===== config.mk =====
export PLATFORM = sky130hd
export DESIGN_NAME = runaway_code_watchdog
export DESIGN_NICKNAME = d
export VERILOG_FILES = /design/src/hw/watchdog_pkg.sv /design/src/hw/reset_pulse_stretch.sv /design/src/hw/runaway_code_watchdog.sv
export VERILOG_INCLUDE_DIRS = /design/src /design/src/hw
export SDC_FILE = /design/constraint.sdc
export NUM_CORES = 1
export LEC_CHECK = 0
export BUFFER_PORTS_ARGS = -buffer_cell sky130_fd_sc_hd__buf_4
export CORE_MARGIN = 3
export CORE_UTILIZATION = 54
export CTS_CLUSTER_DIAMETER = 200
export DETAILED_ROUTE_END_ITERATION = 7
export GPL_TIMING_DRIVEN = 0
export PLACE_DENSITY = 0.85
export SKIP_LAST_GASP = 1
export SLEW_MARGIN = 30
export SYNTH_ARGS = -nofsm -noshare
export SYNTH_HDL_FRONTEND = slang
export SYNTH_SLANG_ARGS = --single-unit

===== constraint.sdc =====
create_clock -name i_clk -period 6.6 [get_ports i_clk]
set_clock_uncertainty 0.15 [all_clocks]
set_input_delay 0.33 -clock i_clk [delete_from_list [all_inputs] [get_ports i_clk]]
set_output_delay 0.33 -clock i_clk [all_outputs]
set_load 0.05 [all_outputs]

===== src/hw/watchdog_regs.svh =====
/*
 * Register offsets, field positions, reset values and counts of the
 * runaway-code watchdog. Assumes an 18-bit Avalon-MM byte address.
 */
`ifndef WATCHDOG_REGS_SVH
`define WATCHDOG_REGS_SVH

// ============================================================
// Register map
`define WDOG_SERVICE_IDX   18'h0ffff
`define WDOG_SERVICE_ADDR  (`WDOG_SERVICE_IDX << 2)
`define WDOG_STATUS_ADDR   18'h00000
`define WDOG_EVEN_ADDR     18'h00004
`define WDOG_ECLR_ADDR     18'h00008
`define WDOG_COUNT_ADDR    18'h0000c

// ============================================================
// Fields and widths
`define WDOG_PRE_W         12
`define WDOG_CNT_W         6
`define WDOG_SVC_LO        4
`define WDOG_EV_W          3
`define WDOG_EV_WDRST      0
`define WDOG_EV_SERVICE    1
`define WDOG_EV_STOP       2
`define WDOG_EV_RESET      3'h0

// ============================================================
// Counts, in crystal clock cycles
`define WDOG_TIMEOUT_LONG  18'h3fff0
`define WDOG_TIMEOUT_SHORT 18'h01ff0
`define WDOG_PULSE_TICKS   6'h20

`endif


===== src/hw/watchdog_pkg.sv =====
/*
 * Types shared by the watchdog modules.
 * Assumes nothing beyond a SystemVerilog compiler.
 */
package watchdog_pkg;

  // Factory option bits as presented by the option register.
  typedef struct packed {
    logic short_timeout_select;
    logic watchdog_disable_option;
    logic stop_enable;
  } option_bits_t;

  // Debug conditions that can suppress the watchdog.
  typedef struct packed {
    logic monitor_mode;
    logic break_active;
  } debug_state_t;

  typedef enum logic [1:0] {
    ST_RUN,
    ST_STOPPED,
    ST_RESETTING
  } wdog_state_t;

endpackage : watchdog_pkg


===== src/hw/reset_pulse_stretch.sv =====
/*
 * Stretches a watchdog firing into a reset pin pulse of a fixed number
 * of crystal clock cycles. Assumes i_tick marks crystal rising edges.
 */
`timescale 1ns/1ps
`default_nettype none
`include "watchdog_regs.svh"

module reset_pulse_stretch (
  input  wire logic i_clk,
  input  wire logic i_reset,
  input  wire logic i_start,
  input  wire logic i_tick,
  output var  logic o_active
);

  logic [5:0] left_q;
  logic [5:0] left_d;
  logic       active_d;

  // ============================================================
  // Pulse counter
  always_comb begin
    left_d   = left_q;
    active_d = o_active;
    if (i_start && !o_active) begin
      left_d   = `WDOG_PULSE_TICKS;
      active_d = 1'b1;
    end else if (o_active && i_tick) begin
      left_d = left_q - 6'h01;
      if (left_q == 6'h01) begin
        active_d = 1'b0;
      end
    end
  end

  always_ff @(posedge i_clk) begin
    if (i_reset) begin
      left_q   <= 6'h00;
      o_active <= 1'b0;
    end else begin
      left_q   <= left_d;
      o_active <= active_d;
    end
  end

  // ============================================================
  // Checks
  logic [6:0] ticks_q;
  always_ff @(posedge i_clk) begin
    if (i_reset || !o_active) begin
      ticks_q <= 7'h00;
    end else if (i_tick) begin
      ticks_q <= ticks_q + 7'h01;
    end
  end

  property p_pulse_len;
    @(posedge i_clk) disable iff (i_reset)
    $fell(o_active) |-> $past(ticks_q) == 7'h1f && $past(i_tick);
  endproperty
  a_pulse_len: assert property (p_pulse_len)
    else $error("reset pulse not 32 crystal cycles");

endmodule : reset_pulse_stretch
`default_nettype wire


===== src/hw/runaway_code_watchdog.sv =====
/*
 * Runaway-code watchdog: prescaler, watchdog counter, reset pulse,
 * service location and event registers on an Avalon-MM slave.
 * Assumes the crystal clock and the irq and reset pin test voltage
 * indications arrive asynchronously; CPU strobes and option bits share i_clk.
 */
// Chosen here: the Avalon-MM interface to the registers.
`timescale 1ns/1ps
`default_nettype none
`include "watchdog_regs.svh"

// Summary of operation
// 6-bit counter clocked by 12-bit prescaler carry
// Counts advance only on crystal clock edges
// Overflow resets after 2^13-16 or 2^18-16 cycles
// Service write clears counter and prescaler 12..5
// Service location reads reset vector low byte
// Reset pin low 32 cycles, cause flag set
// Stop clears prescaler, halts counting until exit
// Internal reset clears prescaler and counter
// Reset vector fetch clears prescaler
// Disable option suppresses watchdog resets
// Monitor mode with test voltage disables watchdog
// Break with reset-pin test voltage disables watchdog
// Keeps counting during wait mode
// Never raises a CPU interrupt
// Stop honoured only when stop enable set
// Software services after reset and around stop
// Software services from main loop, except wait
// Service write decoded and applied within bus cycle
module runaway_code_watchdog (
  input  wire logic                      i_clk,
  input  wire logic                      i_reset,
  input  wire logic [17:0]               i_avs_address,
  input  wire logic                      i_avs_read,
  input  wire logic                      i_avs_write,
  input  wire logic [31:0]               i_avs_writedata,
  input  wire logic [3:0]                i_avs_byteenable,
  output var  logic [31:0]               o_avs_readdata,
  output var  logic                      o_avs_waitrequest,
  input  wire logic                      i_crystal_clock,
  input  wire watchdog_pkg::option_bits_t i_options,
  input  wire watchdog_pkg::debug_state_t i_debug,
  input  wire logic                      i_irq_pin_test_voltage,
  input  wire logic                      i_reset_pin_test_voltage,
  input  wire logic                      i_internal_reset,
  input  wire logic                      i_vector_fetch,
  input  wire logic                      i_stop_exec,
  input  wire logic                      i_stop_exit,
  input  wire logic [7:0]                i_reset_vector_low,
  output var  logic                      o_reset_pin_out,
  output var  logic                      o_reset_pin_oe,
  output var  logic                      o_watchdog_cause,
  output var  logic                      o_event_irq
);

  localparam int PW = `WDOG_PRE_W;
  localparam int CW = `WDOG_CNT_W;
  localparam int EW = `WDOG_EV_W;

  function automatic logic [17:0] join_count(input logic [CW-1:0] c,
                                              input logic [PW-1:0] p);
    join_count = {c, p};
  endfunction : join_count

  function automatic logic hit_limit(input logic [17:0] n,
                                     input logic        short_sel);
    hit_limit = short_sel ? (n == `WDOG_TIMEOUT_SHORT)
                          : (n == `WDOG_TIMEOUT_LONG);
  endfunction : hit_limit

  // ============================================================
  // Pin synchronisers
  // Bit 0 crystal clock, bit 1 irq test voltage, bit 2 reset test
  // voltage. A level is accepted only when stages two and three agree.
  logic [2:0] sync1_q;
  logic [2:0] sync2_q;
  logic [2:0] sync3_q;
  logic [2:0] level_q;
  logic [2:0] level_d;

  always_comb begin
    for (int i = 0; i < 3; i++) begin
      level_d[i] = (sync2_q[i] == sync3_q[i]) ? sync3_q[i] : level_q[i];
    end
  end

  always_ff @(posedge i_clk) begin
    if (i_reset) begin
      sync1_q <= 3'h0;
      sync2_q <= 3'h0;
      sync3_q <= 3'h0;
      level_q <= 3'h0;
    end else begin
      sync1_q <= {i_reset_pin_test_voltage, i_irq_pin_test_voltage,
                  i_crystal_clock};
      sync2_q <= sync1_q;
      sync3_q <= sync2_q;
      level_q <= level_d;
    end
  end

  logic xtal_tick;
  logic dbg_off;
  assign xtal_tick = level_d[0] && !level_q[0];
  assign dbg_off = (i_debug.monitor_mode && (level_q[1] || level_q[2]))
                || (i_debug.break_active && level_q[2]);

  // ============================================================
  // Bus slave handshake
  // One wait state per access keeps read data a registered output.
  logic        wait_q;
  logic        wait_d;
  logic        req;
  logic        acc;
  logic        svc_write;
  logic [31:0] rdata_q;
  logic [31:0] rdata_d;

  assign req = i_avs_read || i_avs_write;
  assign acc = req && !wait_q;
  assign svc_write = acc && i_avs_write
                  && (i_avs_address == `WDOG_SERVICE_ADDR);

  always_comb begin
    wait_d = !(req && wait_q);
  end

  // ============================================================
  // Prescaler, watchdog counter and state
  logic [PW-1:0]            pre_q;
  logic [PW-1:0]            pre_d;
  logic [CW-1:0]            cnt_q;
  logic [CW-1:0]            cnt_d;
  watchdog_pkg::wdog_state_t state_q;
  watchdog_pkg::wdog_state_t state_d;
  logic                     fire;
  logic                     pulse_active;
  logic                     int_rst;

  assign int_rst = i_internal_reset || state_q == watchdog_pkg::ST_RESETTING;

  always_comb begin
    logic [PW:0] pre_inc;
    pre_inc = {1'b0, pre_q} + {{PW{1'b0}}, 1'b1};
    pre_d   = pre_q;
    cnt_d   = cnt_q;
    state_d = state_q;
    fire    = 1'b0;
    // Wait mode has no input here: counting never looks at it.
    if (state_q == watchdog_pkg::ST_RUN && xtal_tick && !dbg_off) begin
      pre_d = pre_inc[PW-1:0];
      cnt_d = cnt_q + {{(CW-1){1'b0}}, pre_inc[PW]};
      if (hit_limit(join_count(cnt_d, pre_d),
                    i_options.short_timeout_select)) begin
        fire = !i_options.watchdog_disable_option;
      end
    end
    if (i_vector_fetch) begin
      pre_d = '0;
    end
    if (svc_write) begin
      cnt_d                          = '0;
      pre_d[PW-1:`WDOG_SVC_LO]       = '0;
      fire                           = 1'b0;
    end
    case (state_q)
      watchdog_pkg::ST_RUN: begin
        if (fire) begin
          state_d = watchdog_pkg::ST_RESETTING;
        end else if (i_stop_exec && i_options.stop_enable) begin
          state_d = watchdog_pkg::ST_STOPPED;
          pre_d   = '0;
        end
      end
      watchdog_pkg::ST_STOPPED: begin
        if (i_stop_exit) begin
          state_d = watchdog_pkg::ST_RUN;
        end
      end
      watchdog_pkg::ST_RESETTING: begin
        if (!pulse_active) begin
          state_d = watchdog_pkg::ST_RUN;
        end
      end
      default: begin
        state_d = watchdog_pkg::ST_RUN;
      end
    endcase
    // A watchdog disabled by debug clears its counts so that leaving debug starts
    // a full period rather than a part-spent one.
    if (int_rst || dbg_off) begin
      pre_d = '0;
      cnt_d = '0;
    end
    if (i_internal_reset && state_q == watchdog_pkg::ST_STOPPED) begin
      state_d = watchdog_pkg::ST_RUN;
    end
  end

  always_ff @(posedge i_clk) begin
    if (i_reset) begin
      pre_q   <= '0;
      cnt_q   <= '0;
      state_q <= watchdog_pkg::ST_RUN;
    end else begin
      pre_q   <= pre_d;
      cnt_q   <= cnt_d;
      state_q <= state_d;
    end
  end

  reset_pulse_stretch u_pulse (
    .i_clk    (i_clk),
    .i_reset  (i_reset),
    .i_start  (fire),
    .i_tick   (xtal_tick),
    .o_active (pulse_active)
  );

  // ============================================================
  // Events and registers
  // The event output goes to a system monitor, not the CPU, so the
  // watchdog itself still ends only in a reset.
  logic [EW-1:0] ev_q;
  logic [EW-1:0] ev_d;
  logic [EW-1:0] en_q;
  logic [EW-1:0] en_d;
  logic [EW-1:0] ev_set;
  logic          irq_d;
  logic          pin_oe_d;
  logic          stop_taken;

  assign stop_taken = state_q == watchdog_pkg::ST_RUN
                   && state_d == watchdog_pkg::ST_STOPPED;

  always_comb begin
    ev_set = '0;
    ev_set[`WDOG_EV_WDRST]   = fire;
    ev_set[`WDOG_EV_SERVICE] = svc_write;
    ev_set[`WDOG_EV_STOP]    = stop_taken;
    ev_d = ev_q;
    en_d = en_q;
    if (acc && i_avs_write && i_avs_byteenable[0]) begin
      if (i_avs_address == `WDOG_ECLR_ADDR) begin
        ev_d = ev_q & ~i_avs_writedata[EW-1:0];
      end
      if (i_avs_address == `WDOG_EVEN_ADDR) begin
        en_d = i_avs_writedata[EW-1:0];
      end
    end
    ev_d     = ev_d | ev_set;
    irq_d    = |(ev_d & en_d);
    pin_oe_d = fire || (pulse_active && state_d != watchdog_pkg::ST_RUN);
    rdata_d  = rdata_q;
    if (req && wait_q) begin
      rdata_d = 32'h0000_0000;
      case (i_avs_address)
        `WDOG_SERVICE_ADDR: rdata_d[7:0]    = i_reset_vector_low;
        `WDOG_STATUS_ADDR:  rdata_d[EW-1:0] = ev_q;
        `WDOG_EVEN_ADDR:    rdata_d[EW-1:0] = en_q;
        `WDOG_COUNT_ADDR:   rdata_d[17:0]   = join_count(cnt_q, pre_q);
        default:            rdata_d         = 32'h0000_0000;
      endcase
    end
  end

  always_ff @(posedge i_clk) begin
    if (i_reset) begin
      ev_q              <= `WDOG_EV_RESET;
      en_q              <= `WDOG_EV_RESET;
      o_event_irq       <= 1'b0;
      o_watchdog_cause  <= 1'b0;
      o_reset_pin_oe    <= 1'b0;
      o_reset_pin_out   <= 1'b0;
      o_avs_waitrequest <= 1'b1;
      o_avs_readdata    <= 32'h0000_0000;
      wait_q            <= 1'b1;
    end else begin
      ev_q              <= ev_d;
      en_q              <= en_d;
      o_event_irq       <= irq_d;
      o_watchdog_cause  <= ev_d[`WDOG_EV_WDRST];
      o_reset_pin_oe    <= pin_oe_d;
      o_reset_pin_out   <= 1'b0;
      o_avs_waitrequest <= wait_d;
      o_avs_readdata    <= rdata_d;
      wait_q            <= wait_d;
    end
  end

  assign rdata_q = o_avs_readdata;

  // ============================================================
  // Checks
  logic [17:0] cnt_all;
  logic        quiet;
  assign cnt_all = join_count(cnt_q, pre_q);
  assign quiet = !int_rst && !dbg_off && !svc_write && !i_vector_fetch;

  property p_carry;
    @(posedge i_clk) disable iff (i_reset)
    state_q == watchdog_pkg::ST_RUN && xtal_tick && &pre_q && quiet
      && !i_stop_exec
    |=> cnt_q == $past(cnt_q) + 6'h01 && pre_q == 12'h000;
  endproperty
  a_carry: assert property (p_carry)
    else $error("prescaler carry did not advance counter");

  property p_xtal_only;
    @(posedge i_clk) disable iff (i_reset)
    !xtal_tick && quiet && !i_stop_exec |=> $stable(cnt_all);
  endproperty
  a_xtal_only: assert property (p_xtal_only)
    else $error("count moved without a crystal edge");

  property p_timeout;
    @(posedge i_clk) disable iff (i_reset)
    state_q == watchdog_pkg::ST_RUN && xtal_tick && quiet
      && i_options.short_timeout_select
      && !i_options.watchdog_disable_option
      && cnt_all == `WDOG_TIMEOUT_SHORT - 18'h1
    |=> state_q == watchdog_pkg::ST_RESETTING && o_reset_pin_oe;
  endproperty
  a_timeout: assert property (p_timeout)
    else $error("short timeout did not fire");

  property p_service;
    @(posedge i_clk) disable iff (i_reset)
    svc_write && !i_vector_fetch |=> cnt_q == 6'h00 && pre_q[11:4] == 8'h00;
  endproperty
  a_service: assert property (p_service)
    else $error("service write did not clear counts");

  property p_vector_read;
    @(posedge i_clk) disable iff (i_reset)
    acc && i_avs_read && i_avs_address == `WDOG_SERVICE_ADDR
    |-> o_avs_readdata == {24'h0, $past(i_reset_vector_low)};
  endproperty
  a_vector_read: assert property (p_vector_read)
    else $error("service read did not return vector byte");

  property p_int_reset;
    @(posedge i_clk) disable iff (i_reset)
    i_internal_reset |=> cnt_all == 18'h0;
  endproperty
  a_int_reset: assert property (p_int_reset)
    else $error("internal reset left counts");

  property p_disable_opt;
    @(posedge i_clk) disable iff (i_reset)
    i_options.watchdog_disable_option
      && state_q == watchdog_pkg::ST_RUN
    |=> state_q != watchdog_pkg::ST_RESETTING;
  endproperty
  a_disable_opt: assert property (p_disable_opt)
    else $error("reset issued while disabled");

  property p_debug_off;
    @(posedge i_clk) disable iff (i_reset)
    dbg_off |=> cnt_all == 18'h0 ##1 !$rose(o_reset_pin_oe);
  endproperty
  a_debug_off: assert property (p_debug_off)
    else $error("watchdog ran under test voltage");

  property p_stop_inhibit;
    @(posedge i_clk) disable iff (i_reset)
    state_q == watchdog_pkg::ST_RUN && i_stop_exec
      && !i_options.stop_enable
    |=> state_q != watchdog_pkg::ST_STOPPED;
  endproperty
  a_stop_inhibit: assert property (p_stop_inhibit)
    else $error("stop taken with stop disabled");

  property p_stopped;
    @(posedge i_clk) disable iff (i_reset)
    state_q == watchdog_pkg::ST_STOPPED && quiet |=> $stable(cnt_all);
  endproperty
  a_stopped: assert property (p_stopped)
    else $error("counting while stopped");

endmodule : runaway_code_watchdog
`default_nettype wire


==> run_results.csv, run 1 <==
group,metric,value,unit
outcome,status,"finished, final reports clean",
yosys,ys_seq_area_frac,0.3998,
clocking,root_buffer,"clkbuf_8",
drt,detail_route.vias_per_cell,5.456,
timing,min_period,3.975,ns
clocking,cts_sinks,66,
timing,finalSetupViolCount,0,
layout,fill_cells,436,
grt,grt_max_degree,11,
clocking,clk_latency,0.34,ns
yosys,async_reset_ff_frac,0,
clocking,numCtsBuffers,9,
layout,stdcell_area,4125,um2
layout,final-seq-area,1321,um2
grt,track_usage,0.2264,
timing,rsz0062_at_grt,"no",
clocking,cts_setup_buffers,0,
timing,slew_violations,0,
yosys,yosysWarnings,0,
yosys,syn_area_per_cell,8.366,um2
drt,drc,0,
yosys,synth_cells,395,
yosys,synth.top_cell.area_share,0.3998,
layout,syn2layout_area_growth,24.84,%
power,peakVddDrop,0.1449,mV
timing,hold_viol_final,0,
layout,final_common_cell,"buf_4",
clocking,clockBufferDepth,2,
worst_setup_path,critPathKind,"register to register",
drt,drt_iter0_drc,191,
layout,drive_gt1_frac,0.2281,
clocking,cts_hold_buffers,0,
placed_design,dp_hpwl,5984,um
layout,multi_input_area,1808,um2
clocking,clk_pin_slew,0.07,ns
placed_design,dp_slack,2.701,ns
yosys,syn_area,3304,um2
floorplanning,dieWidth,84.23,um
power,power.total,814.8,uW
grt,antenna_found_initial,0,
yosys,synth_seq_cells,66,
clocking,cts_tree,"done",
floorplanning,coreArea,5709,um2
grt,overflow,0,
drt,vias,3072,
placed_design,dpl_cell_area,3943,um2
floorplanning,top_level_ports,115,
worst_setup_path,start_kind,"register",
yosys,synth_edf_count,0,
yosys,synth_area_leader_cell,"dfxtp_1",
grt,grt_pass1_vias,2981,
run,cap_viol_max_count,0,
worst_setup_path,cp-end-kind,"register",
clocking,htreeDepth,3,
grt,grt_pass1_wl,13380,um
timing,tns,0,ns
timing,slew_headroom,0.4334,
yosys,yosys_most_used_dff,"dfxtp_1",
drt,routedWlPerCell,14.06,um
power,leakage,0.001630,uW
floorplanning,num_rows,27,
drt,postRouteAntennaNets,0,
placed_design,gp_congestion,0.8931,
floorplanning,die-area,7094,um2
layout,n_antenna_cell,0,
timing,timing.fmax,0.2516,GHz
layout,final_cell_mix,"buf_4, dfxtp_1, nor2_1",
yosys,yosys-top-cells-area,"dfxtp_1, nor2_1, nand2_1",
worst_hold_path,hp-class,"input port to register",
drt,drt-total-wl,7913,um
timing,worst_slack,2.625,ns
floorplanning,initial_core_util,0.5788,
drt,first_pass_iters,4,
timing,period_share,0.6022,
worst_setup_path,required,6.68,ns
worst_setup_path,critical_path_peak_fanout,8,
yosys,ys_types,52,
timing,worstMarginPinSlew,0.8421,ns
worst_setup_path,arrival,4.05,ns
clocking,cts-resized-gates,0,
floorplanning,die_y,84.23,um
power,p_per_area,197.5,nW/um2
placed_design,port_buffers,66,
layout,final_nets,569,
-- worst paths after layout --
kind	from	end	slack [ns]	cells after the start
worst max-delay path	pre_q[1]	o_event_irq	2.63	13
worst min-delay path	i_reset	en_q[0]	0.05	2
worst max register to register	pre_q[1]	o_event_irq	2.63	13
worst min register to register	sync1_q[2]	sync2_q[2]	0.29	1
-- layer usage --
metal | part of all wire | global-route usage
met3 | 0.074 | 0.07066
met2 | 0.50 | 0.3967
met5 | 0 | 0
met4 | 0.012 | 0.07018
met1 | 0.41 | 0.2632
-- state kept, by name, indices dropped and copies added (netlist names), 2 cells and up --
signal / flops
o_avs_readdata: 18
pre_q: 12
cnt_q: 6
u_pulse.left_q: 6
en_q: 3
ev_q: 3
level_q: 3
sync1_q: 3
sync2_q: 3
sync3_q: 3
state_q: 2
-- critical path, cell delays in order, from the launching register on --
cell and delay (ns):
dfxtp_1 0.47, ha_1 0.26, and2_1 0.20, nand4_1 0.18, nor2_1 0.16, ha_1 0.26
ha_1 0.33, nand3_1 0.17, or3_1 0.37, o2111ai_1 0.14, nand4_1 0.22, nor3_4 0.44
o21ai_1 0.14, a221o_1 0.35
-- cells by family after synthesis --
logic type      Yosys count  synth area share
xor+xnor                 22           0.05831
other cells               1          0.001135
flops                    66            0.3998
mux                       8           0.02423
simple gates            189            0.3044
fa+ha+maj                 5           0.01893
buf+inv                  41           0.06891
compound gates           63            0.1242
-- per-stage QoR --
stage,instances,hold WS (ns),util
2_1_floorplan,409,0.2638,-
3_3_place_gp,547,0.2700,0.6906
6_report,563,0.04815,0.7226
3_5_place_dp,547,0.2791,0.6906
5_1_grt,563,0.04894,0.7226
4_1_cts,563,0.04134,0.7226
-- Yosys cell counts (2+ instances only) --
cell and instances:
nor4_1 7, a22oi_1 6, nand2b_1 4, nor2b_1 16, nand2_1 40, dfxtp_1 66
o21ai_0 8, nor3_1 20, buf_4 17, inv_1 8, mux2i_1 8, and4b_1 3
nand4b_1 2, or4_4 2, o21a_1 3, nand4_1 10, and2_1 3, ha_1 5
xor2_1 7, o2111ai_1 2, xnor2_1 15, a21oi_1 23, nand3_1 18, a31oi_1 2
or3_1 3, nand3b_1 3, a221o_1 2, clkbuf_1 13, a221oi_1 5, or2_2 2
buf_2 2, or4_1 3, nor2_1 44, a21o_1 3, o21ai_1 3
-- report_power, final --
group,internal (uW),switching [uW]
registers,404,3.12
clock network,166,146
logic,36.4,59.3
-- final cells by class --
cell class / count / share of cell area
Buffer: 33 / 0.04792
Clock buffer: 14 / 0.04186
Clock inverter: 2 / 0.002426
Inverter: 8 / 0.007279
Multi-Input combinational cell: 302 / 0.4383
Sequential cell: 66 / 0.3203
Tap cell: 72 / 0.02184
Timing Repair Buffer: 66 / 0.1201
Power figures use the tool's default switching activity.
==> inputs of run 2 (changes only) <==
CORE_UTILIZATION = 45   (was 54)
PLACE_DENSITY = 0.76   (was 0.85)
clock period = 3.5 ns   (was 6.6 ns; I/O delays follow)
==> run 2 against run 1 <==
Clock power up 84%; largest cell class unchanged; non-clock buffer count is 22 higher; flip-flop and latch count stayed put; critical endpoint unchanged; global-route usage is 3.6 points lower; critical path depth shrank 1; critical path type unchanged; power rose by 88%; routed wire length grew 3.0%; fmax is 19% higher; register-to-register slack worse by 2.5 ns; sequential share of layout area fell by 2.0 points.
==> run_results.csv, run 2 (same netlist as run 1, synthesis figures left out) <==
group,metric,value,unit
floorplanning,die-area,8407,um2
placed_design,dp_hpwl,5855,um
grt,antenna_found_initial,0,
worst_setup_path,critPathKind,"register to register",
drt,routedWlPerCell,13.40,um
worst_setup_path,crit_path_cell_trace,"ha_2 -> and2_4 -> nand4_1 -> nor2_1 -> ha_2 -> ha_4 -> nor4b_2 -> nor3_1 -> or4_4 -> nor3_4 -> o21ai_2 -> a221o_1",
grt,met1_usage,0.2237,
floorplanning,top_level_ports,115,
layout,top_register,"o_avs_readdata",
layout,n_antenna_cell,0,
worst_setup_path,start_kind,"register",
power,peakVddDrop,0.2304,mV
clocking,htreeDepth,3,
timing,worstMarginPinSlew,0.6891,ns
worst_setup_path,critical_path_peak_fanout,8,
floorplanning,coreArea,6944,um2
placed_design,gp_congestion,0.8487,
drt,first_pass_iters,6,
drt,drt-total-wl,8149,um
power,leakage,0.001718,uW
worst_setup_path,timing.rr.end,"o_event_irq",
worst_setup_path,cpMaxStageDelayCell,"or4_4",
timing,period_share,0.9507,
timing,hold_viol_final,0,
worst_setup_path,endpoint,"o_event_irq",
timing,whs,0.06948,ns
grt,gr-usage-met2,0.3281,
layout,drive_gt1_frac,0.2539,
worst_setup_path,cpMostUsedCell,"ha_2",
grt,busiest_layer,"met2",
grt,overflow,0,
power,p_per_area,347.9,nW/um2
drt,drc,0,
clocking,cts_sinks,66,
worst_setup_path,cp-end-kind,"register",
floorplanning,die_y,91.69,um
worst_setup_path,crit_family,"simple AND/OR/NAND/NOR gates",
clocking,root_buffer,"clkbuf_8",
worst_setup_path,max_stage_delay,0.53,ns
placed_design,dp_cells,571,
grt,grt_max_degree,11,
layout,final_common_cell,"buf_4",
grt,grt_pass1_wl,13100,um
worst_hold_path,hp-class,"input port to register",
timing,slew_violations,0,
placed_design,port_buffers,66,
clocking,cts_tree,"done",
worst_setup_path,r2r_setup_slack,0.17,ns
drt,vias,3168,
grt,track_usage,0.1904,
floorplanning,dieWidth,91.69,um
drt,detail_route.vias_per_cell,5.211,
timing,min_period,3.327,ns
layout,final_nets,591,
timing,finalSetupViolCount,0,
timing,slew_headroom,0.5375,
layout,final_cell_mix,"buf_4, dfxtp_1, nor2_1",
grt,gr-usage-met3,0.05660,
worst_setup_path,required,3.59,ns
clocking,numCtsBuffers,9,
worst_setup_path,crit_buf_inv,0,
floorplanning,initial_core_util,0.4759,
layout,reg_top3,"o_avs_readdata x18, pre_q x12",
layout,syn2layout_area_growth,33.51,%
drt,postRouteAntennaNets,0,
worst_setup_path,crit_cells,12,
worst_setup_path,arrival,3.42,ns
run,cap_viol_max_count,0,
outcome,status,"finished, final reports clean",
worst_setup_path,crit_path_start,"pre_q[1]",
worst_setup_path,r2r_cells,12,
clocking,clockBufferDepth,2,
layout,fin_cells,608,
clocking,clk_pin_slew,0.08,ns
drt,drt_iter0_drc,152,
layout,largest_reg_flops,18,
grt,grt_pass1_vias,2930,
clocking,clk_latency,0.35,ns
timing,timing.fmax,0.3005,GHz
worst_setup_path,r2r-start,"pre_q[1]",
floorplanning,num_rows,30,
==> run 2: cell type report <==
cell class	count	area, um2
Tap cell	96	120.1
Sequential cell	66	1326
Clock buffer	13	158.9
Inverter	8	30.03
Timing Repair Buffer	88	695.7
Multi-Input combinational cell	302	1871
Clock inverter	2	12.51
Fill cell	576	2532
Buffer	33	197.7
==> run 2: worst reg2reg max path, delay by kind of cell, from the launching register on <==
kind                     cells  cell delay [ns]
AO/OA/AOI/OAI                2             0.44
adder cells (fa/ha/maj)      3             0.66
flip-flops                   1             0.39
AND/OR/NAND/NOR              7             1.58
==> run 2: what timing repair did <==
action / CTS / global route
hold buffers: 14 / 0
hold endpoints to repair: 12 / 0
pin swaps: 2 / 6
gates cloned: 0 / 0
setup buffers: 4 / 4
endpoints found under the setup margin: 24 / 24
resized for setup: 7 / 8
==> run 2: how the worst min path moves through the flow <==
stage / startpoint / end / cells past startpoint
2_1_floorplan: i_reset / en_q[0] / 1
3_3_place_gp: i_crystal_clock / sync1_q[0] / 2
3_5_place_dp: i_irq_pin_test_voltage / sync1_q[1] / 2
4_1_cts: i_vector_fetch / pre_q[3] / 4
5_1_grt: i_vector_fetch / pre_q[0] / 4
6_report: i_reset_vector_low[1] / o_avs_readdata[1] / 5
==> run 2: metrics by stage <==
step	total power (uW)	cell area [um2]	setup TNS [ns]	utilization	setup WS, ns
2_1_floorplan	895.4	3357	0	-	0.06434
3_3_place_gp	961.0	3973	-4.207	0.5721	-0.3474
3_5_place_dp	962.9	3973	-5.568	0.5721	-0.4285
4_1_cts	1533	4338	0	0.6247	0.006323
5_1_grt	1587	4412	-0.04339	0.6353	-0.01617
6_report	1535	4412	0	0.6353	0.1727
==> run 2: power by group <==
part | switching, uW | internal [uW]
Sequential | 5.67 | 761
Combinational | 115 | 78.9
Clock | 283 | 291
Total | 404 | 1130
==> run 2: per-layer routing <==
metal / vias to the layer above / share of wire
met3: 13 / 0.068
met2: 90 / 0.49
met5: - / 0
met1: 1477 / 0.43
met4: 0 / 0.015
li1: 1588 / -
